**config.mk**
```make
export PLATFORM = sky130hd
export DESIGN_NAME = ict_capture_end_flat
export DESIGN_NICKNAME = d
export VERILOG_FILES = /design/src/verilog/ict_pkg.sv /design/src/verilog/ict_link_if.sv /design/src/verilog/ict_capture_end.sv /design/src/flat_wrapper.sv
export VERILOG_INCLUDE_DIRS = /design/src /design/src/verilog
export SDC_FILE = /design/constraint.sdc
export NUM_CORES = 1
export LEC_CHECK = 0
export ABC_AREA = 1
export BUFFER_PORTS_ARGS = -buffer_cell sky130_fd_sc_hd__buf_2
export CORE_AREA = 2 2 130 132
export DETAILED_ROUTE_END_ITERATION = 7
export DIE_AREA = 0 0 132 134
export GPL_TIMING_DRIVEN = 0
export PLACE_DENSITY = 0.64
export REMOVE_ABC_BUFFERS = 1
export SLEW_MARGIN = 20
export SYNTH_ARGS = -nofsm -noshare
export SYNTH_HDL_FRONTEND = slang
export SYNTH_SLANG_ARGS = --single-unit
```
**constraint.sdc**
```tcl
create_clock -name clock_i -period 3.45 [get_ports clock_i]
set_clock_uncertainty 0.05 [all_clocks]
set_input_delay 0.69 -clock clock_i [delete_from_list [all_inputs] [get_ports clock_i]]
set_output_delay 0.69 -clock clock_i [all_outputs]
set_load 0.05 [all_outputs]
```
**src/verilog/ict_map.svh**
```systemverilog
// Constant map for the input capture timebase pair
//
// Contract
// - Capture/compare use first/third timer, PWM second
// - Per-unit timer select bits choose timer
// - Both units active, may share one timer
// - Capturing units pick timers independently
// - Compare trigger resets timer seen by capturer; code resets the comparer's own selected timer
// - Either comparer resets; enhanced also starts conversion
// - Both PWMs share second timer period
// - Capture copies full 16-bit selected timer
// - Mode bits pick falling, rising, 4th, 16th
// - Capture sets flag; only software clears
// - New capture overwrites unread value
// - Output-configured pin write still captures
// - Software sets pin as input first
// - Software runs timer in synchronous mode
// - Mode change may raise false flag
// - Prescaler cleared when off or not capturing
// - Prescaler kept across prescaler setting changes
// - Stored CAN frame signals a capture event
// - Timestamp select replaces pin with frame signal
// - CAN source: every, every, 4th, 16th frame
// - Codes 0100 fall, 0101 rise, 0110, 0111
// - Code 0000 disables and clears state; code clears prescaler and compare output but keeps flag and value
`ifndef ICT_MAP_SVH
`define ICT_MAP_SVH

// ****************************************************************
// Mode codes
// ****************************************************************
`define ICT_MODE_OFF        4'h0
`define ICT_MODE_CMP_TOGGLE 4'h2
`define ICT_MODE_CAP_FALL   4'h4
`define ICT_MODE_CAP_RISE   4'h5
`define ICT_MODE_CAP_RISE4  4'h6
`define ICT_MODE_CAP_RISE16 4'h7
`define ICT_MODE_CMP_SETHI  4'h8
`define ICT_MODE_CMP_SETLO  4'h9
`define ICT_MODE_CMP_SWIRQ  4'hA
`define ICT_MODE_CMP_SPEV   4'hB

// ****************************************************************
// Mode field groups (bits 3:2)
// ****************************************************************
`define ICT_GRP_CAPTURE     2'h1
`define ICT_GRP_COMPARE     2'h2
`define ICT_GRP_PWM         2'h3

// ****************************************************************
// Prescaler terminal counts (count minus one)
// ****************************************************************
`define ICT_PS_LAST_1       4'h0
`define ICT_PS_LAST_4       4'h3
`define ICT_PS_LAST_16      4'hF

// ****************************************************************
// Reset values
// ****************************************************************
`define ICT_TIMER_RST       16'h0000
`define ICT_PERIOD_RST      8'h00
`define ICT_VALUE_RST       16'h0000

`endif

```
**src/verilog/ict_pkg.sv**
```systemverilog
// Types shared by both ends of the capture timebase link
package ict_pkg;
    typedef logic [15:0] ict_word_t;
    typedef logic [7:0]  ict_byte_t;
    typedef logic [3:0]  ict_mode_t;
    typedef logic [3:0]  ict_pscnt_t;
endpackage

```
**src/verilog/ict_link_if.sv**
```systemverilog
// Link between the capture units and the timer / CAN side
`timescale 1ns/10ps
interface ict_link_if;
    import ict_pkg::*;
    ict_word_t first_timer;
    ict_word_t third_timer;
    ict_byte_t second_timer;
    logic      second_period_hit;
    logic      frame_rx;
    logic [1:0] capture_pin;
    logic      first_timer_reset;
    logic      third_timer_reset;

    modport capture_mp (
        input  first_timer, third_timer, second_timer, second_period_hit,
        input  frame_rx, capture_pin,
        output first_timer_reset, third_timer_reset
    );
    modport timebase_mp (
        output first_timer, third_timer, second_timer, second_period_hit,
        output frame_rx, capture_pin,
        input  first_timer_reset, third_timer_reset
    );
endinterface

```
**src/verilog/ict_capture_end.sv**
```systemverilog
// Two capture/compare/PWM units: standard (0) and enhanced (1)
`timescale 1ns/10ps
`include "ict_map.svh"
module ict_capture_end
    import ict_pkg::*;
(
    // Clock and reset
    input  logic                  clock_i,
    input  logic                  sys_rst_i,
    // Link to timers and CAN
    ict_link_if.capture_mp        link,
    // Per-unit control; frame_timestamp_select_i is one bit shared by both units
    input  logic [1:0][3:0]       capture_mode_select_i,
    input  logic [1:0]            timer_select_third_i,
    input  logic                  frame_timestamp_select_i,
    input  logic [1:0]            flag_clear_i,
    // Pin direction and port latch
    input  logic [1:0]            pin_direction_bit_i,
    input  logic [1:0]            port_latch_i,
    // Software write of value registers
    input  logic [1:0]            value_wr_i,
    input  logic [1:0][15:0]      value_wdata_i,
    // Results
    output logic [1:0][15:0]      capture_value_o,
    output logic [1:0]            capture_irq_flag_o,
    output logic [1:0]            compare_out_o,
    output logic [1:0]            pwm_out_o,
    output logic                  adc_start_o
);

    // ****************************************************************
    // Pin synchroniser and edge detect
    // ****************************************************************
    logic [1:0] pin_s1_q;
    logic [1:0] pin_s2_q;
    logic [1:0] level_prev_q;
    logic [1:0] level;
    logic [1:0] rise;
    logic [1:0] fall;

    always_ff @(posedge clock_i or posedge sys_rst_i) begin
        if (sys_rst_i) begin
            pin_s1_q <= 2'h0;
            pin_s2_q <= 2'h0;
        end else begin
            pin_s1_q <= link.capture_pin;
            pin_s2_q <= pin_s1_q;
        end
    end

    // Output-configured pin follows the port latch
    assign level = (pin_direction_bit_i & pin_s2_q) | (~pin_direction_bit_i & port_latch_i);

    always_ff @(posedge clock_i or posedge sys_rst_i) begin
        if (sys_rst_i) begin
            level_prev_q <= 2'h0;
        end else begin
            level_prev_q <= level;
        end
    end

    assign rise = level & ~level_prev_q;
    assign fall = ~level & level_prev_q;

    // ****************************************************************
    // Per-unit logic
    // ****************************************************************
    logic [1:0] sev_first;
    logic [1:0] sev_third;

    genvar u;
    generate
        for (u = 0; u < 2; u = u + 1) begin : g_unit
            ict_mode_t  mode;
            ict_word_t  tbase;
            ict_pscnt_t ps_last;
            ict_pscnt_t ps_cnt_q;
            ict_word_t  value_q;
            ict_byte_t  duty_q;
            ict_mode_t  mode_prev_q;
            logic       is_cap;
            logic       is_cmp;
            logic       is_pwm;
            logic       event_in;
            logic       cap_hit;
            logic       cmp_hit;
            logic       match_prev_q;
            logic       flag_q;
            logic       cmp_out_q;
            logic       pwm_q;

            assign mode   = capture_mode_select_i[u];
            assign is_cap = (mode[3:2] == `ICT_GRP_CAPTURE);
            assign is_cmp = (mode[3:2] == `ICT_GRP_COMPARE) || (mode == `ICT_MODE_CMP_TOGGLE);
            assign is_pwm = (mode[3:2] == `ICT_GRP_PWM);

            // Time base per unit; units choose freely and may share
            assign tbase = timer_select_third_i[u] ? link.third_timer
                                                   : link.first_timer;

            // Frame signal replaces the pin when timestamping
            always_comb begin
                if (frame_timestamp_select_i) begin
                    event_in = link.frame_rx;
                end else if (mode == `ICT_MODE_CAP_FALL) begin
                    event_in = fall[u];
                end else begin
                    event_in = rise[u];
                end
            end

            always_comb begin
                case (mode[1:0])
                    2'h2:    ps_last = `ICT_PS_LAST_4;
                    2'h3:    ps_last = `ICT_PS_LAST_16;
                    default: ps_last = `ICT_PS_LAST_1;
                endcase
            end

            // Counter survives prescaler changes; >= catches a partial count
            assign cap_hit = is_cap && event_in && (ps_cnt_q >= ps_last);

            always_ff @(posedge clock_i or posedge sys_rst_i) begin
                if (sys_rst_i) begin
                    ps_cnt_q <= 4'h0;
                end else if (!is_cap) begin
                    ps_cnt_q <= 4'h0;
                end else if (event_in) begin
                    ps_cnt_q <= cap_hit ? 4'h0 : ps_cnt_q + 4'h1;
                end
            end

            // Capture wins over a software write
            always_ff @(posedge clock_i or posedge sys_rst_i) begin
                if (sys_rst_i) begin
                    value_q <= `ICT_VALUE_RST;
                end else if (cap_hit) begin
                    value_q <= tbase;
                end else if (value_wr_i[u]) begin
                    value_q <= value_wdata_i[u];
                end
            end

            // Compare fires once per match entry
            assign cmp_hit = is_cmp && (value_q == tbase) && !match_prev_q;

            always_ff @(posedge clock_i or posedge sys_rst_i) begin
                if (sys_rst_i) begin
                    match_prev_q <= 1'b0;
                    mode_prev_q  <= `ICT_MODE_OFF;
                end else begin
                    match_prev_q <= is_cmp && (value_q == tbase);
                    mode_prev_q  <= mode;
                end
            end

            // Set wins over clear
            always_ff @(posedge clock_i or posedge sys_rst_i) begin
                if (sys_rst_i) begin
                    flag_q <= 1'b0;
                end else if (cap_hit || cmp_hit) begin
                    flag_q <= 1'b1;
                end else if (flag_clear_i[u]) begin
                    flag_q <= 1'b0;
                end
            end

            always_ff @(posedge clock_i or posedge sys_rst_i) begin
                if (sys_rst_i) begin
                    cmp_out_q <= 1'b0;
                end else if (mode == `ICT_MODE_OFF) begin
                    cmp_out_q <= 1'b0;
                end else if (mode != mode_prev_q) begin
                    cmp_out_q <= (mode == `ICT_MODE_CMP_SETLO);
                end else if (cmp_hit) begin
                    if (mode == `ICT_MODE_CMP_SETHI) begin
                        cmp_out_q <= 1'b1;
                    end else if (mode == `ICT_MODE_CMP_SETLO) begin
                        cmp_out_q <= 1'b0;
                    end else if (mode == `ICT_MODE_CMP_TOGGLE) begin
                        cmp_out_q <= ~cmp_out_q;
                    end
                end
            end

            // Trigger resets this unit's own time base
            assign sev_first[u] = cmp_hit && (mode == `ICT_MODE_CMP_SPEV)
                                  && !timer_select_third_i[u];
            assign sev_third[u] = cmp_hit && (mode == `ICT_MODE_CMP_SPEV)
                                  && timer_select_third_i[u];

            // Duty reloads on the shared period, so both PWMs stay in step
            always_ff @(posedge clock_i or posedge sys_rst_i) begin
                if (sys_rst_i) begin
                    duty_q <= `ICT_PERIOD_RST;
                    pwm_q  <= 1'b0;
                end else begin
                    if (link.second_period_hit) begin
                        duty_q <= value_q[7:0];
                    end
                    pwm_q <= is_pwm && (link.second_timer < duty_q);
                end
            end

            assign capture_value_o[u]    = value_q;
            assign capture_irq_flag_o[u] = flag_q;
            assign compare_out_o[u]      = cmp_out_q;
            assign pwm_out_o[u]          = pwm_q;
        end
    endgenerate

    // ****************************************************************
    // Special event outputs
    // ****************************************************************
    logic first_reset_q;
    logic third_reset_q;
    logic adc_start_q;

    always_ff @(posedge clock_i or posedge sys_rst_i) begin
        if (sys_rst_i) begin
            first_reset_q <= 1'b0;
            third_reset_q <= 1'b0;
            adc_start_q   <= 1'b0;
        end else begin
            first_reset_q <= |sev_first;
            third_reset_q <= |sev_third;
            adc_start_q   <= sev_first[1] | sev_third[1];
        end
    end

    assign link.first_timer_reset = first_reset_q;
    assign link.third_timer_reset = third_reset_q;
    assign adc_start_o            = adc_start_q;

endmodule // ict_capture_end

```
**src/flat_wrapper.sv**
```systemverilog
// flat-port wrapper written by rule: the top's interface ports become plain ports
module ict_capture_end_flat import ict_pkg::*;
  (clock_i, sys_rst_i, capture_mode_select_i, timer_select_third_i, frame_timestamp_select_i, flag_clear_i, pin_direction_bit_i, port_latch_i, value_wr_i, value_wdata_i, capture_value_o, capture_irq_flag_o, compare_out_o, pwm_out_o, adc_start_o, link_first_timer, link_third_timer, link_second_timer, link_second_period_hit, link_frame_rx, link_capture_pin, link_first_timer_reset, link_third_timer_reset);
  ict_link_if link_i ();
  input  logic clock_i;
  input  logic sys_rst_i;
  input  logic [1:0][3:0] capture_mode_select_i;
  input  logic [1:0] timer_select_third_i;
  input  logic frame_timestamp_select_i;
  input  logic [1:0] flag_clear_i;
  input  logic [1:0] pin_direction_bit_i;
  input  logic [1:0] port_latch_i;
  input  logic [1:0] value_wr_i;
  input  logic [1:0][15:0] value_wdata_i;
  output logic [1:0][15:0] capture_value_o;
  output logic [1:0] capture_irq_flag_o;
  output logic [1:0] compare_out_o;
  output logic [1:0] pwm_out_o;
  output logic adc_start_o;
  input wire logic [$bits(link_i.first_timer)-1:0] link_first_timer;
  input wire logic [$bits(link_i.third_timer)-1:0] link_third_timer;
  input wire logic [$bits(link_i.second_timer)-1:0] link_second_timer;
  input wire logic [$bits(link_i.second_period_hit)-1:0] link_second_period_hit;
  input wire logic [$bits(link_i.frame_rx)-1:0] link_frame_rx;
  input wire logic [$bits(link_i.capture_pin)-1:0] link_capture_pin;
  output wire logic [$bits(link_i.first_timer_reset)-1:0] link_first_timer_reset;
  output wire logic [$bits(link_i.third_timer_reset)-1:0] link_third_timer_reset;
  assign link_i.first_timer = link_first_timer;
  assign link_i.third_timer = link_third_timer;
  assign link_i.second_timer = link_second_timer;
  assign link_i.second_period_hit = link_second_period_hit;
  assign link_i.frame_rx = link_frame_rx;
  assign link_i.capture_pin = link_capture_pin;
  assign link_first_timer_reset = link_i.first_timer_reset;
  assign link_third_timer_reset = link_i.third_timer_reset;
  ict_capture_end u_core (.clock_i(clock_i), .sys_rst_i(sys_rst_i), .link(link_i), .capture_mode_select_i(capture_mode_select_i), .timer_select_third_i(timer_select_third_i), .frame_timestamp_select_i(frame_timestamp_select_i), .flag_clear_i(flag_clear_i), .pin_direction_bit_i(pin_direction_bit_i), .port_latch_i(port_latch_i), .value_wr_i(value_wr_i), .value_wdata_i(value_wdata_i), .capture_value_o(capture_value_o), .capture_irq_flag_o(capture_irq_flag_o), .compare_out_o(compare_out_o), .pwm_out_o(pwm_out_o), .adc_start_o(adc_start_o));
endmodule
```
## Yosys cells after proc, flatten, opt, wreduce, memory -nomap -nowiden

Index checks and enable logic that the tools add are counted.

- Add/subtract/negate cells: 2
- $lt $le $gt $ge: 4
- Eq/ne operators: 26
- Mux-type cells: 34
- Bitwise logic cells: 11
- Reduce and logical (&&, ||, !) cells: 38

Operators with widths:

| operator | count |
|---|---|
| $mux W16 | 6 |
| $eq A16 B16 Y1 | 2 |
| $eq A4 B4 Y1 const B | 6 |
| $mux W4 | 6 |
| $mux W1 | 20 |
| $eq A2 B2 Y1 const B | 8 |
| $logic_and A1 B1 Y1 | 16 |
| $lt A8 B8 Y1 | 2 |
| $pmux W4 S2 | 2 |
| $reduce_bool A5 Y1 | 2 |
| $add A4 B1 Y4 const B | 2 |
| $and A2 B2 Y2 | 4 |
| $eq A4 B2 Y1 const B | 2 |
| $eq A4 B3 Y1 const B | 2 |
| $ge A4 B4 Y1 | 2 |
| $logic_not A4 Y1 | 2 |
| $ne A4 B4 Y1 | 2 |
| $reduce_bool A2 Y1 | 4 |
| $not A2 Y2 | 3 |
| $reduce_bool A3 Y1 | 2 |
| $eq A2 B1 Y1 const B | 2 |
| $logic_not A1 Y1 | 4 |
| $logic_or A1 B1 Y1 | 4 |
| $ne A2 B2 Y1 const B | 2 |
| other kinds (5) | 8 |

- Register bits after elaboration: 81
- Input port bits: 97

## Longest topological paths before layout

Gate-level depths: netlist (run 1).

- Word-level depth: 12
- Gate-level depth with buffers: 14
- Mapped depth without buffers: 13

## Worst setup path before layout (run 1)

OpenSTA, ideal clock, no wires.

- Kind: input port to flip-flop
- Start point: input capture_mode_select_i[0] (netlist name)
- End point: register u_core.g_unit[0].value_q[1]
- Library setup time: 0.127 ns
- Data arrival time: 2.021 ns
- Required time: 3.273 ns
- Slack: 1.252 ns
- Stages: 8
- Cell sequence: nand2_1 > ha_1 > nand2_1 > o211ai_1 > nand3_4 > buf_4 > nand3_1 > nand3_1

- Word-level cells in the longest chain between the ends: 6
- Elaborated cells between the ends (all ways): 11

RTL lines:

| what | line | RTL |
|---|---|---|
| start: declaration | flat_wrapper.sv:7 | `input logic [1:0][3:0] capture_mode_select_i;` |
| parallel branches: the longest is 4 deep, another holds $ge A4 B4 Y1 | - |  |
| $logic_and A1 B1 Y1 (*) | ict_capture_end.sv:121 | `assign cap_hit = is_cap && event_in && (ps_cnt_q >= ps_last);` |
| $mux W16 / $reduce_bool A2 Y1 (equally long branches) | - |  |
| end signal: assignment | ict_capture_end.sv:136 | `` value_q <= `ICT_VALUE_RST; `` |
| end signal: assignment | ict_capture_end.sv:138 | `value_q <= tbase;` |
| end signal: assignment | ict_capture_end.sv:140 | `value_q <= value_wdata_i[u];` |
| end: declaration | ict_capture_end.sv:78 | `ict_word_t value_q;` |

Mark *: on every way between the ends.
A chain may end at the register's enable or synchronous reset.

## Worst setup path in the final report (run 1)

- Start point: input capture_mode_select_i[2] (netlist name)
- End point: register u_core.g_unit[0].value_q[13]

- Word-level cells in the longest chain between the ends: 6
- Elaborated cells between the ends (all ways): 8

RTL lines:

| what | line | RTL |
|---|---|---|
| $eq A4 B3 Y1 (no source line) | - |  |
| $mux W1 | ict_capture_end.sv:105 | `` end else if (mode == `ICT_MODE_CAP_FALL) begin `` |
| $mux W1 | ict_capture_end.sv:103 | `if (frame_timestamp_select_i) begin` |
| $logic_and A1 B1 Y1 (*) (2 in a row) | ict_capture_end.sv:121 |  |
| $mux W16 / $reduce_bool A2 Y1 (equally long branches) | - |  |

Mark *: on every way between the ends. The rest lies on a longest branch, timed or not.

==> results of run 1 <==
path summary, 6_finish.rpt:
kind                                                     startpoint                                       end  slack [ns]  cells after the start
min in group clock_i                   u_core.pin_s1_q[0]$_DFF_PP0_              u_core.pin_s2_q[0]$_DFF_PP0_        0.30                      0
hold reg to reg                        u_core.pin_s1_q[0]$_DFF_PP0_              u_core.pin_s2_q[0]$_DFF_PP0_        0.30                      0
setup reg to reg           u_core.g_unit[0].ps_cnt_q[3]$_DFFE_PP0P_  u_core.g_unit[0].value_q[13]$_DFFE_PP0P_        0.99                      6
hold / removal                                            sys_rst_i  u_core.g_unit[0].ps_cnt_q[3]$_DFFE_PP0P_        0.30                      2
max in group asynchronous                                 sys_rst_i   u_core.g_unit[1].value_q[0]$_DFFE_PP0P_        2.45                      3
setup / recovery                           capture_mode_select_i[2]  u_core.g_unit[0].value_q[13]$_DFFE_PP0P_        0.69                     10
stage by stage:
| stage | cells | power (mW) |
|---|---|---|
| 6_report | 1156 | 2.851 |
| 5_1_grt | 1155 | 3.020 |
| 4_1_cts | 1155 | 2.880 |
| 3_5_place_dp | 1140 | 1.935 |
| 3_3_place_gp | 1138 | 1.918 |
| 2_1_floorplan | 781 | 1.656 |
cells in the mapped netlist (all sizes together):
master,count
a31oi,4
a21oi,10
or2,3
a21o,2
nand4,28
o21a,4
and3,2
dfrtp,81
o221ai,1
o21ai,28
nand3b,5
xnor2,4
ha,24
clkbuf,13
o211ai,6
inv,87
buf,21
nand3,158
nor3,5
nor2,51
nand2,268
a2111oi,1
clkinv,1
xor2,7
a211oi,1
per-layer routing:
metal | vias up | part of all wire [%]
met2 | 180 | 44
met3 | 11 | 7.9
met1 | 2581 | 47
li1 | 2901 | -
met5 | - | 0.077
met4 | 2 | 0.71
kinds of logic after synthesis:
group / Yosys count / share of synthesized area [%]
buffers and inverters: 122 / 9.182
and+or+nand+nor: 520 / 41.14
xor gates and xnor gates: 11 / 1.724
AOI/OAI and AO/OA: 57 / 6.293
DFF: 81 / 36.28
adders and majority gates: 24 / 5.375
registers in the layout, indices dropped and copies added, names as in the netlist, 8 cells and up:
name,flops
u_core.g_unit.value_q,32
u_core.g_unit.duty_q,16
u_core.g_unit.mode_prev_q,8
u_core.g_unit.ps_cnt_q,8
final cells by class:
cell class	instances	area, um^2
Fill cell	1757	9602
Multi-Input combinational cell	612	3047
Sequential cell	81	2027
Timing Repair Buffer	139	720.7
Inverter	88	332.8
Tap cell	220	275.3
Clock buffer	14	274.0
Clock inverter	1	8.758
Antenna cell	1	2.502
where the power goes:
part / switching [mW] / leakage (nW) / internal, mW / total [mW]
Combinational: 0.560 / 2.48 / 0.246 / 0.807
Sequential: 0.0763 / 1.02 / 1.03 / 1.11
Clock: 0.390 / 0.139 / 0.546 / 0.936
Total: 1.03 / 3.64 / 1.82 / 2.85
worst max-delay path: cells and delay by family:
kind | cells | cell delay, ns
AOI/OAI and AO/OA | 1 | 0.53
and+or+nand+nor | 7 | 1.51
buffers and inverters | 2 | 0.24
==> results.txt, run 1 <==
- Outcome: complete, no violations
- In this run the cell area measured after placement is 0.006402 mm^2.
- In this run the tightest slew margin relative to its limit is 44.93%.
- Maximum vdd ir drop: 0.2507 mV
- In this design, the stage delay of the slowest critical-path cell is 0.53 ns.
- Worst hold margin: 0.2970 ns
- Leaving out fill and tap cells, the most frequent cells in the layout are 268 x sky130_fd_sc_hd__nand2_1, 155 x sky130_fd_sc_hd__nand3_1, 137 x sky130_fd_sc_hd__buf_2.
* Final routed wire length divided by cell count: 14.56 um
* Vias per std cell: 4.909
- In this run, CTS created clock tree buffers numbering 9.
- Routability congestion estimate: 0.8969
* Category of the worst setup path launch point: input pin
- The post-route netlist has 17.65% of its cells at a drive strength greater than 1.
* Data arrival at the endpoint of the critical path: 3.00 ns
* Die height: 134 um
- Once layout is complete, the utilization of the core stands at 41.06%.
* Count of yosys warnings during synthesis: 0
- For this design the top-level I/O count stands at 138.
- Die area: 0.01769 mm^2
* Setup slack at placement: 0.3772 ns
* Buffer depth of the longest clock path: 2
- Gates resized during post-CTS repair numbered 0.
* Post-CTS setup buffer count: 0
* Gate count of the mapped netlist: 815
- Largest area contributor in the netlist: sky130_fd_sc_hd__dfrtp_1
- Number of clock sinks: 81
- Adding up every negative setup slack in the final design gives 0 ns.
* Pin count of the biggest net entering global routing: 52
- Antenna violations before repair: 2
- Final routed DRC violation total: 0
- Worst-skew pair later-pin latency: 0.35 ns
- GR Util All Layers: 19.70%
- The top cell type by area accounts for 36.28% of the synthesized area.
- Across all setup checks in the final design, the least slack found is 0.6924 ns.
- In this run the worst path has a maximum fanout of 35.
- X dimension of the die: 132 um
- Before antenna repair, the detailed router went through 5 iterations.
- Power per unit of standard cell area: 426.3 mW/mm^2
- Mean instance size in the synthesized netlist: 6.855 um^2
* Post-route standard cell area excluding fillers: 0.006688 mm^2
- For the finished layout, the period the worst path requires is 2.758 ns.
- The core region is 0.01629 mm^2.
- For this design the static power due to leakage is 3.638 nW.
- Iteration-0 DRC count of the detailed router: 357
- For this run, global-route usage on met3 was measured as 5.593%.
- Routing layer with the top usage in global route: met2
- Slew @ Worst Pin: 0.8225 ns
- Vias in the first global route: 5,271
- #FFs+latches synth: 81
* Endpoints failing hold: 0
- For this block, the routed nets add up to 16,830 um of wire.
- Via count: 5,675
* Buffer cell driving the clock tree root: sky130_fd_sc_hd__clkbuf_16
- Setup violations remaining at the end of the flow were counted as 0.
- Port buffer count: 137
* Cell-by-cell listing of the critical path: buf_2 > inv_2 > nor2_8 > nand3_2 > nor2_1 > nand2_1 > a31oi_4 > nand3_4 > or2_0 > nand3_1
- Share of synthesized area occupied by flip-flops and latches: 36.28%
- Signed area change from the synthesized netlist to the final layout: 19.71%
- Cell with the largest stage delay on the worst path: sky130_fd_sc_hd__a31oi_4
* Clock-pin slew on the worst setup and hold paths: 0.07 ns
* Endpoint type of the worst setup path: register
- The library cell used most frequently in the layout, excluding fill and tap cells, is sky130_fd_sc_hd__nand2_1.
* Cells taking the most area after synthesis: sky130_fd_sc_hd__dfrtp_1 36%, sky130_fd_sc_hd__nand2_1 18%, sky130_fd_sc_hd__nand3_1 14%
* Starting utilization of the core area: 34.30%
- After layout, the worst path uses 79.93% of the clock period.
- Tightest Hold Check Type: input pin to async pin
* Max capacitance violation total: 0
- The count of nets left with antenna violations once routing finished came out at 0.
* First-pass GRT wire length: 27,510 um
* Half-perimeter wire length of the detailed placement result: 13,330 um
- STA puts the critical path data required time at 3.69 ns.
* Distinct cell type count of the synthesized netlist: 36
- After global routing the overflow that remains totals 0.
* Met2 layer usage reported by global route: 30.84%
- Global routing used 27.39% of the available met1 tracks.
- Number of nets in the layout: 1,052
- The number of max-slew violations in the final report was 0.
- Unrepaired setup endpoints after global routing: no
- TritonCTS built the clock tree.
* Maximum achievable frequency: 0.3626 GHz
* Startpoint-to-endpoint class of the critical path: input pin to register
- Cell area after technology mapping: 0.005587 mm^2
- The initialized floorplan defines 47 standard-cell rows.
- The number of hold buffers added after CTS was 0.
* H-tree levels: 3
(Power assumes the default switching activity.)
==> run 2, diff against run 1 <==
- PLACE_DENSITY: 0.64 -> 0.66
- clock period: 3.45 -> 2.4 ns (I/O delays scaled with it)
==> run 2 against run 1 <==
  * Register-to-register slack worse by 0.74 ns
  * Power up 51%
  * Utilization up 0.40 points
  * Clock-buffer cell count down 2
  * Sequential power up 43%
  * Non-clock buffer count up 2
  * Via count up 2.4%
  * Setup slack worse by 0.47 ns
  * Global-route usage up 0.64 points
==> results.txt, run 2 (synthesis gave the netlist of run 1 again) <==
* # rows: 47 (unchanged)
- Most frequent cells in the layout: 268 x sky130_fd_sc_hd__nand2_1, 155 x sky130_fd_sc_hd__nand3_1, 137 x sky130_fd_sc_hd__buf_2
- The total negative setup slack is 0 ns (unchanged).
- The data arrival time of the worst path is 2.42 ns (-0.58 ns).
* Unrepaired setup endpoints after global routing: no
- The largest net degree at the start of global routing is 44 (-15%).
* Max-slew violation count: 0 (unchanged)
- The vertical extent of the die came to 134 um (unchanged).
- The wire length of the first global-routing pass was 28,290 um (+2.8%).
- The number of buffers between clock root and the deepest sink came to 2 (unchanged).
- The wire length on met3 came to 1291 um (-2.3%).
- The wire length reported by the detailed router is 17,170 um (+2.0%).
- Max capacitance violation total: 0 (unchanged)
* Worst-skew pair later-pin latency: 0.36 ns (about the same)
* Largest registers: u_core.g_unit.value_q x32, u_core.g_unit.duty_q x16
- TritonCTS built the clock tree.
- Required time reported for the critical path endpoint: 2.64 ns (-1.05 ns)
- The initial antenna violation count came to 2 (unchanged).
* Endpoints failing hold: 0 (unchanged)
* Most common library cell in the layout ignoring fill and taps: sky130_fd_sc_hd__nand2_1
* Core Region: 0.01629 mm^2 (unchanged)
* Antenna viol nets, final: 0 (unchanged)
* Cts-stage hold buffer count: 0 (unchanged)
- Number of placed I/O pins: 138 (unchanged)
* X dimension of the die: 132 um (unchanged)
- Signal routing reaches up to met5.
- The H-tree depth was 3 (unchanged).
- Ratio of cells with drive above 1 in the final layout: 18.12% (+0.48 points)
- The number of nets in the finished design was 1,054 (+0.19%).
* Signed area change from the synthesized netlist to the final layout: 20.87%
- The number of setup violations in the final report is 0 (unchanged).
* Number of clock sinks: 81 (unchanged)
- Share of the clock period used by the worst path after layout: 90.91%
- Leakage power of the design: 3.671 nW (+0.93%)
- The DRC marker count from the first detailed-route iteration was 330 (-7.6%).
- The register with the most flip-flops in the final layout is u_core.g_unit.value_q.
- Die area: 0.01769 mm^2 (unchanged)
- Headroom to the max-slew limit: 59.28% (+14 points)
* Slew @ Worst Pin: 0.6102 ns (-0.2123 ns)
* Routability congestion estimate: 0.8965 (about the same)
* Half-perimeter wire length of the detailed placement result: 13,300 um (-0.28%)
- Maximum achievable frequency: 0.4583 GHz
- The initial cell density of the core is 34.30% (unchanged).
- The run finished with clean final reports.
- The post-layout utilization of the core came to 41.45% (+0.40 points).
- Met2 wire length: 7506 um (+0.62%)
- GR Util All Layers: 20.34% (+0.64 points)
- Setup slack after layout: 0.2182 ns (-0.4742 ns)
- The via count of the first global-routing pass was 5,555 (+5.4%).
* Pwr Total: 4.312 mW (+51%)
- Startpoint-to-endpoint class of the critical path: input pin to register
- The flip-flop count of the largest register after layout came to 32 (unchanged).
- Cts bufs inserted: 9 (unchanged)
* Routed met1 length: 7922 um (about the same)
* Tightest Hold Check Type: input pin to async pin
- The worst slack at placement came to -0.4397 ns (-0.8169 ns).
* Final Critical Period: 2.182 ns
* Maximum vdd ir drop: 0.3648 mV (+46%)
* Final routed DRC violation total: 0 (unchanged)
- Max FO, Critical Path: 34 (-2.9%)
* Via count: 5,812 (+2.4%)
* Drt first pass iters: 5 (unchanged)
* Category of the worst setup path launch point: input pin
- The leftover overflow at the end of global routing came to 0 (unchanged).
* Clock-pin slew on the worst setup and hold paths: 0.06 ns (about the same)
* Power per unit of standard cell area: 638.6 mW/mm^2 (+50%)
- The root buffer cell chosen for the clock tree is sky130_fd_sc_hd__clkbuf_16.
- The worst hold slack came to 0.1546 ns (-0.1424 ns).
- Final routed wire length divided by cell count: 14.81 um (+1.7%)
* Endpoint type of the worst setup path: register
- The count of buffers from port buffering came to 137 (unchanged).
- Vias per std cell: 5.015 (+2.1%)
-- run 2: changes by cell type in the layout (fill, tap and decap cells not counted), sizes merged --
| cell | previous run | this run |
|---|---|---|
| buf | 139 | 141 |
| bufinv | 0 | 2 |
| clkbuf | 14 | 12 |
| inv | 88 | 89 |
-- run 2: per-layer routing --
metal / global-route usage (%) / vias up
met5: 0 / -
met4: 7.065 / 2
met3: 5.140 / 31
met2: 32.20 / 211
met1: 27.12 / 2660
li1: - / 2908
-- run 2: worst max-delay path, cell delays in order --
cell	delay, ns
sky130_fd_sc_hd__buf_2	0.18
sky130_fd_sc_hd__nand2_1	0.13
sky130_fd_sc_hd__ha_1	0.33
sky130_fd_sc_hd__nand2_1	0.06
sky130_fd_sc_hd__o211ai_1	0.29
sky130_fd_sc_hd__nand3_4	0.36
sky130_fd_sc_hd__inv_2	0.37
sky130_fd_sc_hd__nand2_1	0.10
sky130_fd_sc_hd__nand3_1	0.10
-- run 2: layout make-up --
class	count	area, um^2
diodes	1	2.502
repair buffers	141	728.2
inverters	88	335.3
clock inverters	4	73.82
fillers	1736	9537
flip-flops and latches	81	2027
well taps	220	275.3
clock buffers	12	256.5
multi-input cells	612	3054
-- run 2: where the power goes --
group	total (mW)	leakage, nW	internal (mW)	switching, mW
registers	1.59	1.02	1.48	0.110
logic	1.17	2.49	0.358	0.810
clock network	1.55	0.163	0.970	0.581
total	4.31	3.67	2.81	1.50
-- run 2: path summary, 6_finish.rpt --
path / cells past startpoint / slack [ns] / startpoint / to
max: 9 / 0.22 / capture_mode_select_i[5] / u_core.g_unit[1].value_q[3]$_DFFE_PP0P_
min: 2 / 0.15 / sys_rst_i / u_core.g_unit[0].ps_cnt_q[0]$_DFFE_PP0P_
max reg2reg: 7 / 0.25 / u_core.g_unit[1].ps_cnt_q[3]$_DFFE_PP0P_ / u_core.g_unit[1].value_q[3]$_DFFE_PP0P_
min reg2reg: 0 / 0.30 / u_core.pin_s1_q[1]$_DFF_PP0_ / u_core.pin_s2_q[1]$_DFF_PP0_
max in group asynchronous: 3 / 1.52 / sys_rst_i / u_core.g_unit[1].duty_q[3]$_DFFE_PP0P_
min in group clock_i: 1 / 0.19 / link_capture_pin[0] / u_core.pin_s1_q[0]$_DFF_PP0_
-- run 2: timing repair --
item / 4_1_cts / 5_1_grt
pin swaps: 2 / 0
setup endpoints to repair: 30 / 3
gates resized for setup: 2 / 1
setup buffers: 1 / 0
-- run 2: stage by stage --
stage | std cells | instance area (um^2)
after CTS | 1158 | 6749
final | 1159 | 6753
after global routing | 1158 | 6750
after floorplan | 781 | 5404
after global placement | 1138 | 6365
after detailed placement | 1141 | 6402
==> run 3, diff against run 2 <==
- ABC_AREA: 1 -> default
- CORE_AREA: 2 2 130 132 -> 2 2 128 118
- DIE_AREA: 0 0 132 134 -> 0 0 130 120
- PLACE_DENSITY: 0.66 -> 0.67
==> run 3 against run 2 <==
  * Final area is 9.2% lower
  * Clock power is 17% lower
  * Worst hold slack worse by 0.024 ns
  * Die area is 12% lower
  * Routed wire length is 17% lower
  * Utilization is 1.3 points higher
  * Non-clock buffer count is 6 higher
  * Power is 9.6% lower
  * Final cell count is 29% lower
  * Highest routed layer unchanged
==> results.txt, run 3 <==
* Power per unit of standard cell area: 635.5 mW/mm^2 (-0.48%)
- Ratio of cells with drive above 1 in the final layout: 29.78% (+12 points)
* Instance area after placement: 0.005662 mm^2 (-12%)
* Category of the worst setup path launch point: input pin
- Final Critical Period: 2.258 ns (+0.07645 ns)
* Tightest Hold Check Type: input pin to async pin
- Max FO, Critical Path: 18 (-47%)
- Starting utilization of the core area: 34.08% (-0.21 points)
- Max-slew violation count: 0 (unchanged)
- The synthesized instance count is 499 (-39%).
* Vias per std cell: 5.033 (+0.36%)
- The worst-case reg-to-reg path depth is 8 (+1).
- The total track usage came to 18.84% (-1.5 points).
- Leaving out fill and tap cells, the most frequent cell in the layout is sky130_fd_sc_hd__buf_2.
- Iteration-0 DRC count of the detailed router: 187 (-43%)
- The run finished with clean final reports.
- The routed length per instance came to 17.23 um (+16%).
* Cts bufs inserted: 9 (unchanged)
- The post-layout utilization of the core was 42.75% (+1.3 points).
- The total placed cells including tap cells was 800 (-30%).
* Via count: 4,162 (-28%)
- After synthesis, the largest family of logic cells by area is compound AO/OA/AOI/OAI gates.
* Number of placed I/O pins: 138 (unchanged)
- H-tree levels: 3 (unchanged)
- The compound-gate portion of the synthesized area is 17.37% (+11 points).
* Worst hold margin: 0.1301 ns (-0.02449 ns)
- Setup violation total in the final timing report: 0 (unchanged)
- The unique cell type count in the Yosys netlist was 51 (+42%).
- Simple-Gate Fraction of Synth Area: 13.89% (-27 points)
* Die area: 0.01560 mm^2 (-12%)
* Mean instance size in the synthesized netlist: 9.799 um^2 (+43%)
- Half-perimeter wire length of the detailed placement result: 9979 um (-25%)
* Data arrival at the endpoint of the critical path: 2.48 ns (+0.06 ns)
- The largest net degree at the start of global routing came to 44 (unchanged).
* # rows: 42 (-11%)
- Flip-flop count of the largest register, all copies and words added: 32 (unchanged)
* Port buffer count: 137 (unchanged)
- Register containing the most flip-flops in the final layout: u_core.g_unit.value_q
* Max capacitance violation total: 0 (unchanged)
* Buffer cell driving the clock tree root: sky130_fd_sc_hd__clkbuf_16
- The number of synthesized register bits came to 81 (unchanged).
* Largest area contributor in the netlist: sky130_fd_sc_hd__dfrtp_1
- In the layout the commonest cells are 135 x sky130_fd_sc_hd__buf_2, 81 x sky130_fd_sc_hd__dfrtp_1, 40 x sky130_fd_sc_hd__a21oi_1.
- Required time reported for the critical path endpoint: 2.62 ns (-0.02 ns)
- Antenna viol nets, final: 0 (unchanged)
* Top layer reached by signal wires: met5
- Total Negative Setup Slacks: 0 ns (unchanged)
* Die height: 120 um (-10%)
- Pwr Total: 3.898 mW (-9.6%)
- Routed met1 length: 6343 um (-20%)
- By instance count, the leading cell after synthesis is sky130_fd_sc_hd__dfrtp_1.
- Cell area after technology mapping: 0.004890 mm^2 (-12%)
* Endpoints failing hold: 0 (unchanged)
- The chip width came to 130 um (-1.5%).
- Buffer depth of the longest clock path: 2 (unchanged)
* Count of yosys warnings during synthesis: 0 (unchanged)
- Top flip-flop cell by instance count after synthesis: sky130_fd_sc_hd__dfrtp_1
* Wire length reported by the detailed router: 14,250 um (-17%)
- The count of unresolved DRC violations after routing was 0 (unchanged).
- The worst slack at placement came to -0.6292 ns (-0.1895 ns).
* Startpoint-to-endpoint class of the critical path: input pin to register
- Number of clock sinks: 81 (unchanged)
- Antenna violations before repair: 2 (unchanged)
- Met2 wire length: 6748 um (-10%)
- The area share of fa/ha/maj cells after synthesis was 6.141% (+0.77 points).
* Clock-pin slew on the worst setup and hold paths: 0.06 ns (about the same)
* Number of enable flip-flop cells after synthesis: 0 (unchanged)
- Largest registers: u_core.g_unit.value_q x32, u_core.g_unit.duty_q x16
* CTS tree: done
- Core Region: 0.01435 mm^2 (-12%)
* Met3 WL post-DR: 974 um (-25%)
- Share of synthesized area occupied by flip-flops and latches: 41.45% (+5.2 points)
* Share of the clock period used by the worst path after layout: 94.09% (+3.2 points)
* Drt first pass iters: 4 (-1)
- Cts-stage hold buffer count: 0 (unchanged)
- The post-layout instance count excluding filler cells came to 827 (-29%).
* Vias in the first global route: 4,328 (-22%)
- The headroom to the max-slew limit is 45.48% (-14 points).
- Routability congestion estimate: 0.7980 (-11%)
- The top-area cell type share of the netlist area is 41.45% (+5.2 points).
- The leftover overflow at the end of global routing came to 0 (unchanged).
* Unrepaired setup endpoints after global routing: yes
- Worst-skew pair later-pin latency: 0.35 ns (about the same)
- The worst setup path is captured at a register.
- The slew at the pin closest to its max-slew limit is 0.8104 ns (+0.2002 ns).
* Parity-gate share of the synthesized area counting xor and xnor cells: 7.165% (+5.4 points)
- Maximum achievable frequency: 0.4428 GHz (-3.4%)
- Sorting the synthesized cells by area gives the leading types as sky130_fd_sc_hd__dfrtp_1 41%, sky130_fd_sc_hd__mux2i_1 6.8%, sky130_fd_sc_hd__ha_1 6.1%.
- List of most frequent post-synthesis cells: 81 x sky130_fd_sc_hd__dfrtp_1, 41 x sky130_fd_sc_hd__a21oi_1, 35 x sky130_fd_sc_hd__a211oi_1, 35 x sky130_fd_sc_hd__nor2b_1
* Signed area change from the synthesized netlist to the final layout: 25.43%
- Leakage power of the design: 2.912 nW (-21%)
- Async set-reset flop share out of synthesis: 100.0% (unchanged)
- The number of nets in the finished design was 745 (-29%).
- The multiplexer share of the synthesized area is 7.523% (+7.5 points).
- Setup slack after layout: 0.1417 ns (-0.07645 ns)
- Post-route standard cell area excluding fillers: 0.006133 mm^2 (-9.2%)
* Maximum vdd ir drop: 0.3613 mV (-0.97%)
- The wire length of the first global-routing pass came to 22,290 um (-21%).
## run 3: worst max-delay path, cell delays in order
cell	delay (ns)
sky130_fd_sc_hd__buf_8	0.21
sky130_fd_sc_hd__mux2i_2	0.29
sky130_fd_sc_hd__xnor2_1	0.11
sky130_fd_sc_hd__nor4_2	0.32
sky130_fd_sc_hd__nand2_1	0.17
sky130_fd_sc_hd__nor4_4	0.28
sky130_fd_sc_hd__buf_4	0.18
sky130_fd_sc_hd__nand4_1	0.13
sky130_fd_sc_hd__a2bb2o_1	0.29
## run 3: final cells by class
class / count / area, um^2
Multi-Input combinational cell: 352 / 2628
Timing Repair Buffer: 147 / 838.3
Inverter: 33 / 126.4
Fill cell: 1402 / 8213
Clock buffer: 12 / 246.5
Tap cell: 198 / 247.7
Clock inverter: 3 / 17.52
Antenna cell: 1 / 2.502
Sequential cell: 81 / 2027
## run 3: kinds of logic (layout without fill, tap and decap cells)
family	count (synthesis)	after routing
AO/OA/AOI/OAI	132	132
AND/OR/NAND/NOR	118	120
flip-flops	81	81
buffers and inverters	68	195
XOR/XNOR	40	40
multiplexers	36	36
adder cells (fa/ha/maj)	24	24
other	0	1
## run 3: power by group
group	leakage, nW	internal, mW	switching, mW
Clock	0.128	0.721	0.558
Sequential	1.01	1.48	0.0939
Combinational	1.77	0.378	0.664
## run 3: repair_timing
| item | 4_1_cts | 5_1_grt |
|---|---|---|
| gates cloned | 2 | 0 |
| setup buffers | 7 | 2 |
| endpoints found under the hold margin | 0 | 0 |
| pin swaps | 4 | 4 |
| gates resized for setup | 9 | 11 |
| endpoints found under the setup margin | 39 | 36 |
## run 3: path summary, 6_finish.rpt
kind / startpoint / to / slack [ns]
min in group clock_i: link_capture_pin[1] / u_core.pin_s1_q[1]$_DFF_PP0_ / 0.20
max in group asynchronous: sys_rst_i / u_core.g_unit[0].match_prev_q$_DFF_PP0_ / 1.57
worst min register to register: u_core.pin_s1_q[1]$_DFF_PP0_ / u_core.pin_s2_q[1]$_DFF_PP0_ / 0.30
worst max register to register: u_core.pin_s2_q[1]$_DFF_PP0_ / u_core.g_unit[1].value_q[2]$_DFFE_PP0P_ / 0.15
worst max-delay path: timer_select_third_i[0] / u_core.link.third_timer_reset$_DFF_PP0_ / 0.14
worst min-delay path: sys_rst_i / u_core.pin_s2_q[0]$_DFF_PP0_ / 0.13
## run 3: metal layers
metal / vias to the layer above / track usage [%]
li1: 1999 / -
met1: 2020 / 23.67
met2: 128 / 31.09
met3: 13 / 5.528
met4: 2 / 5.914
met5: - / 0
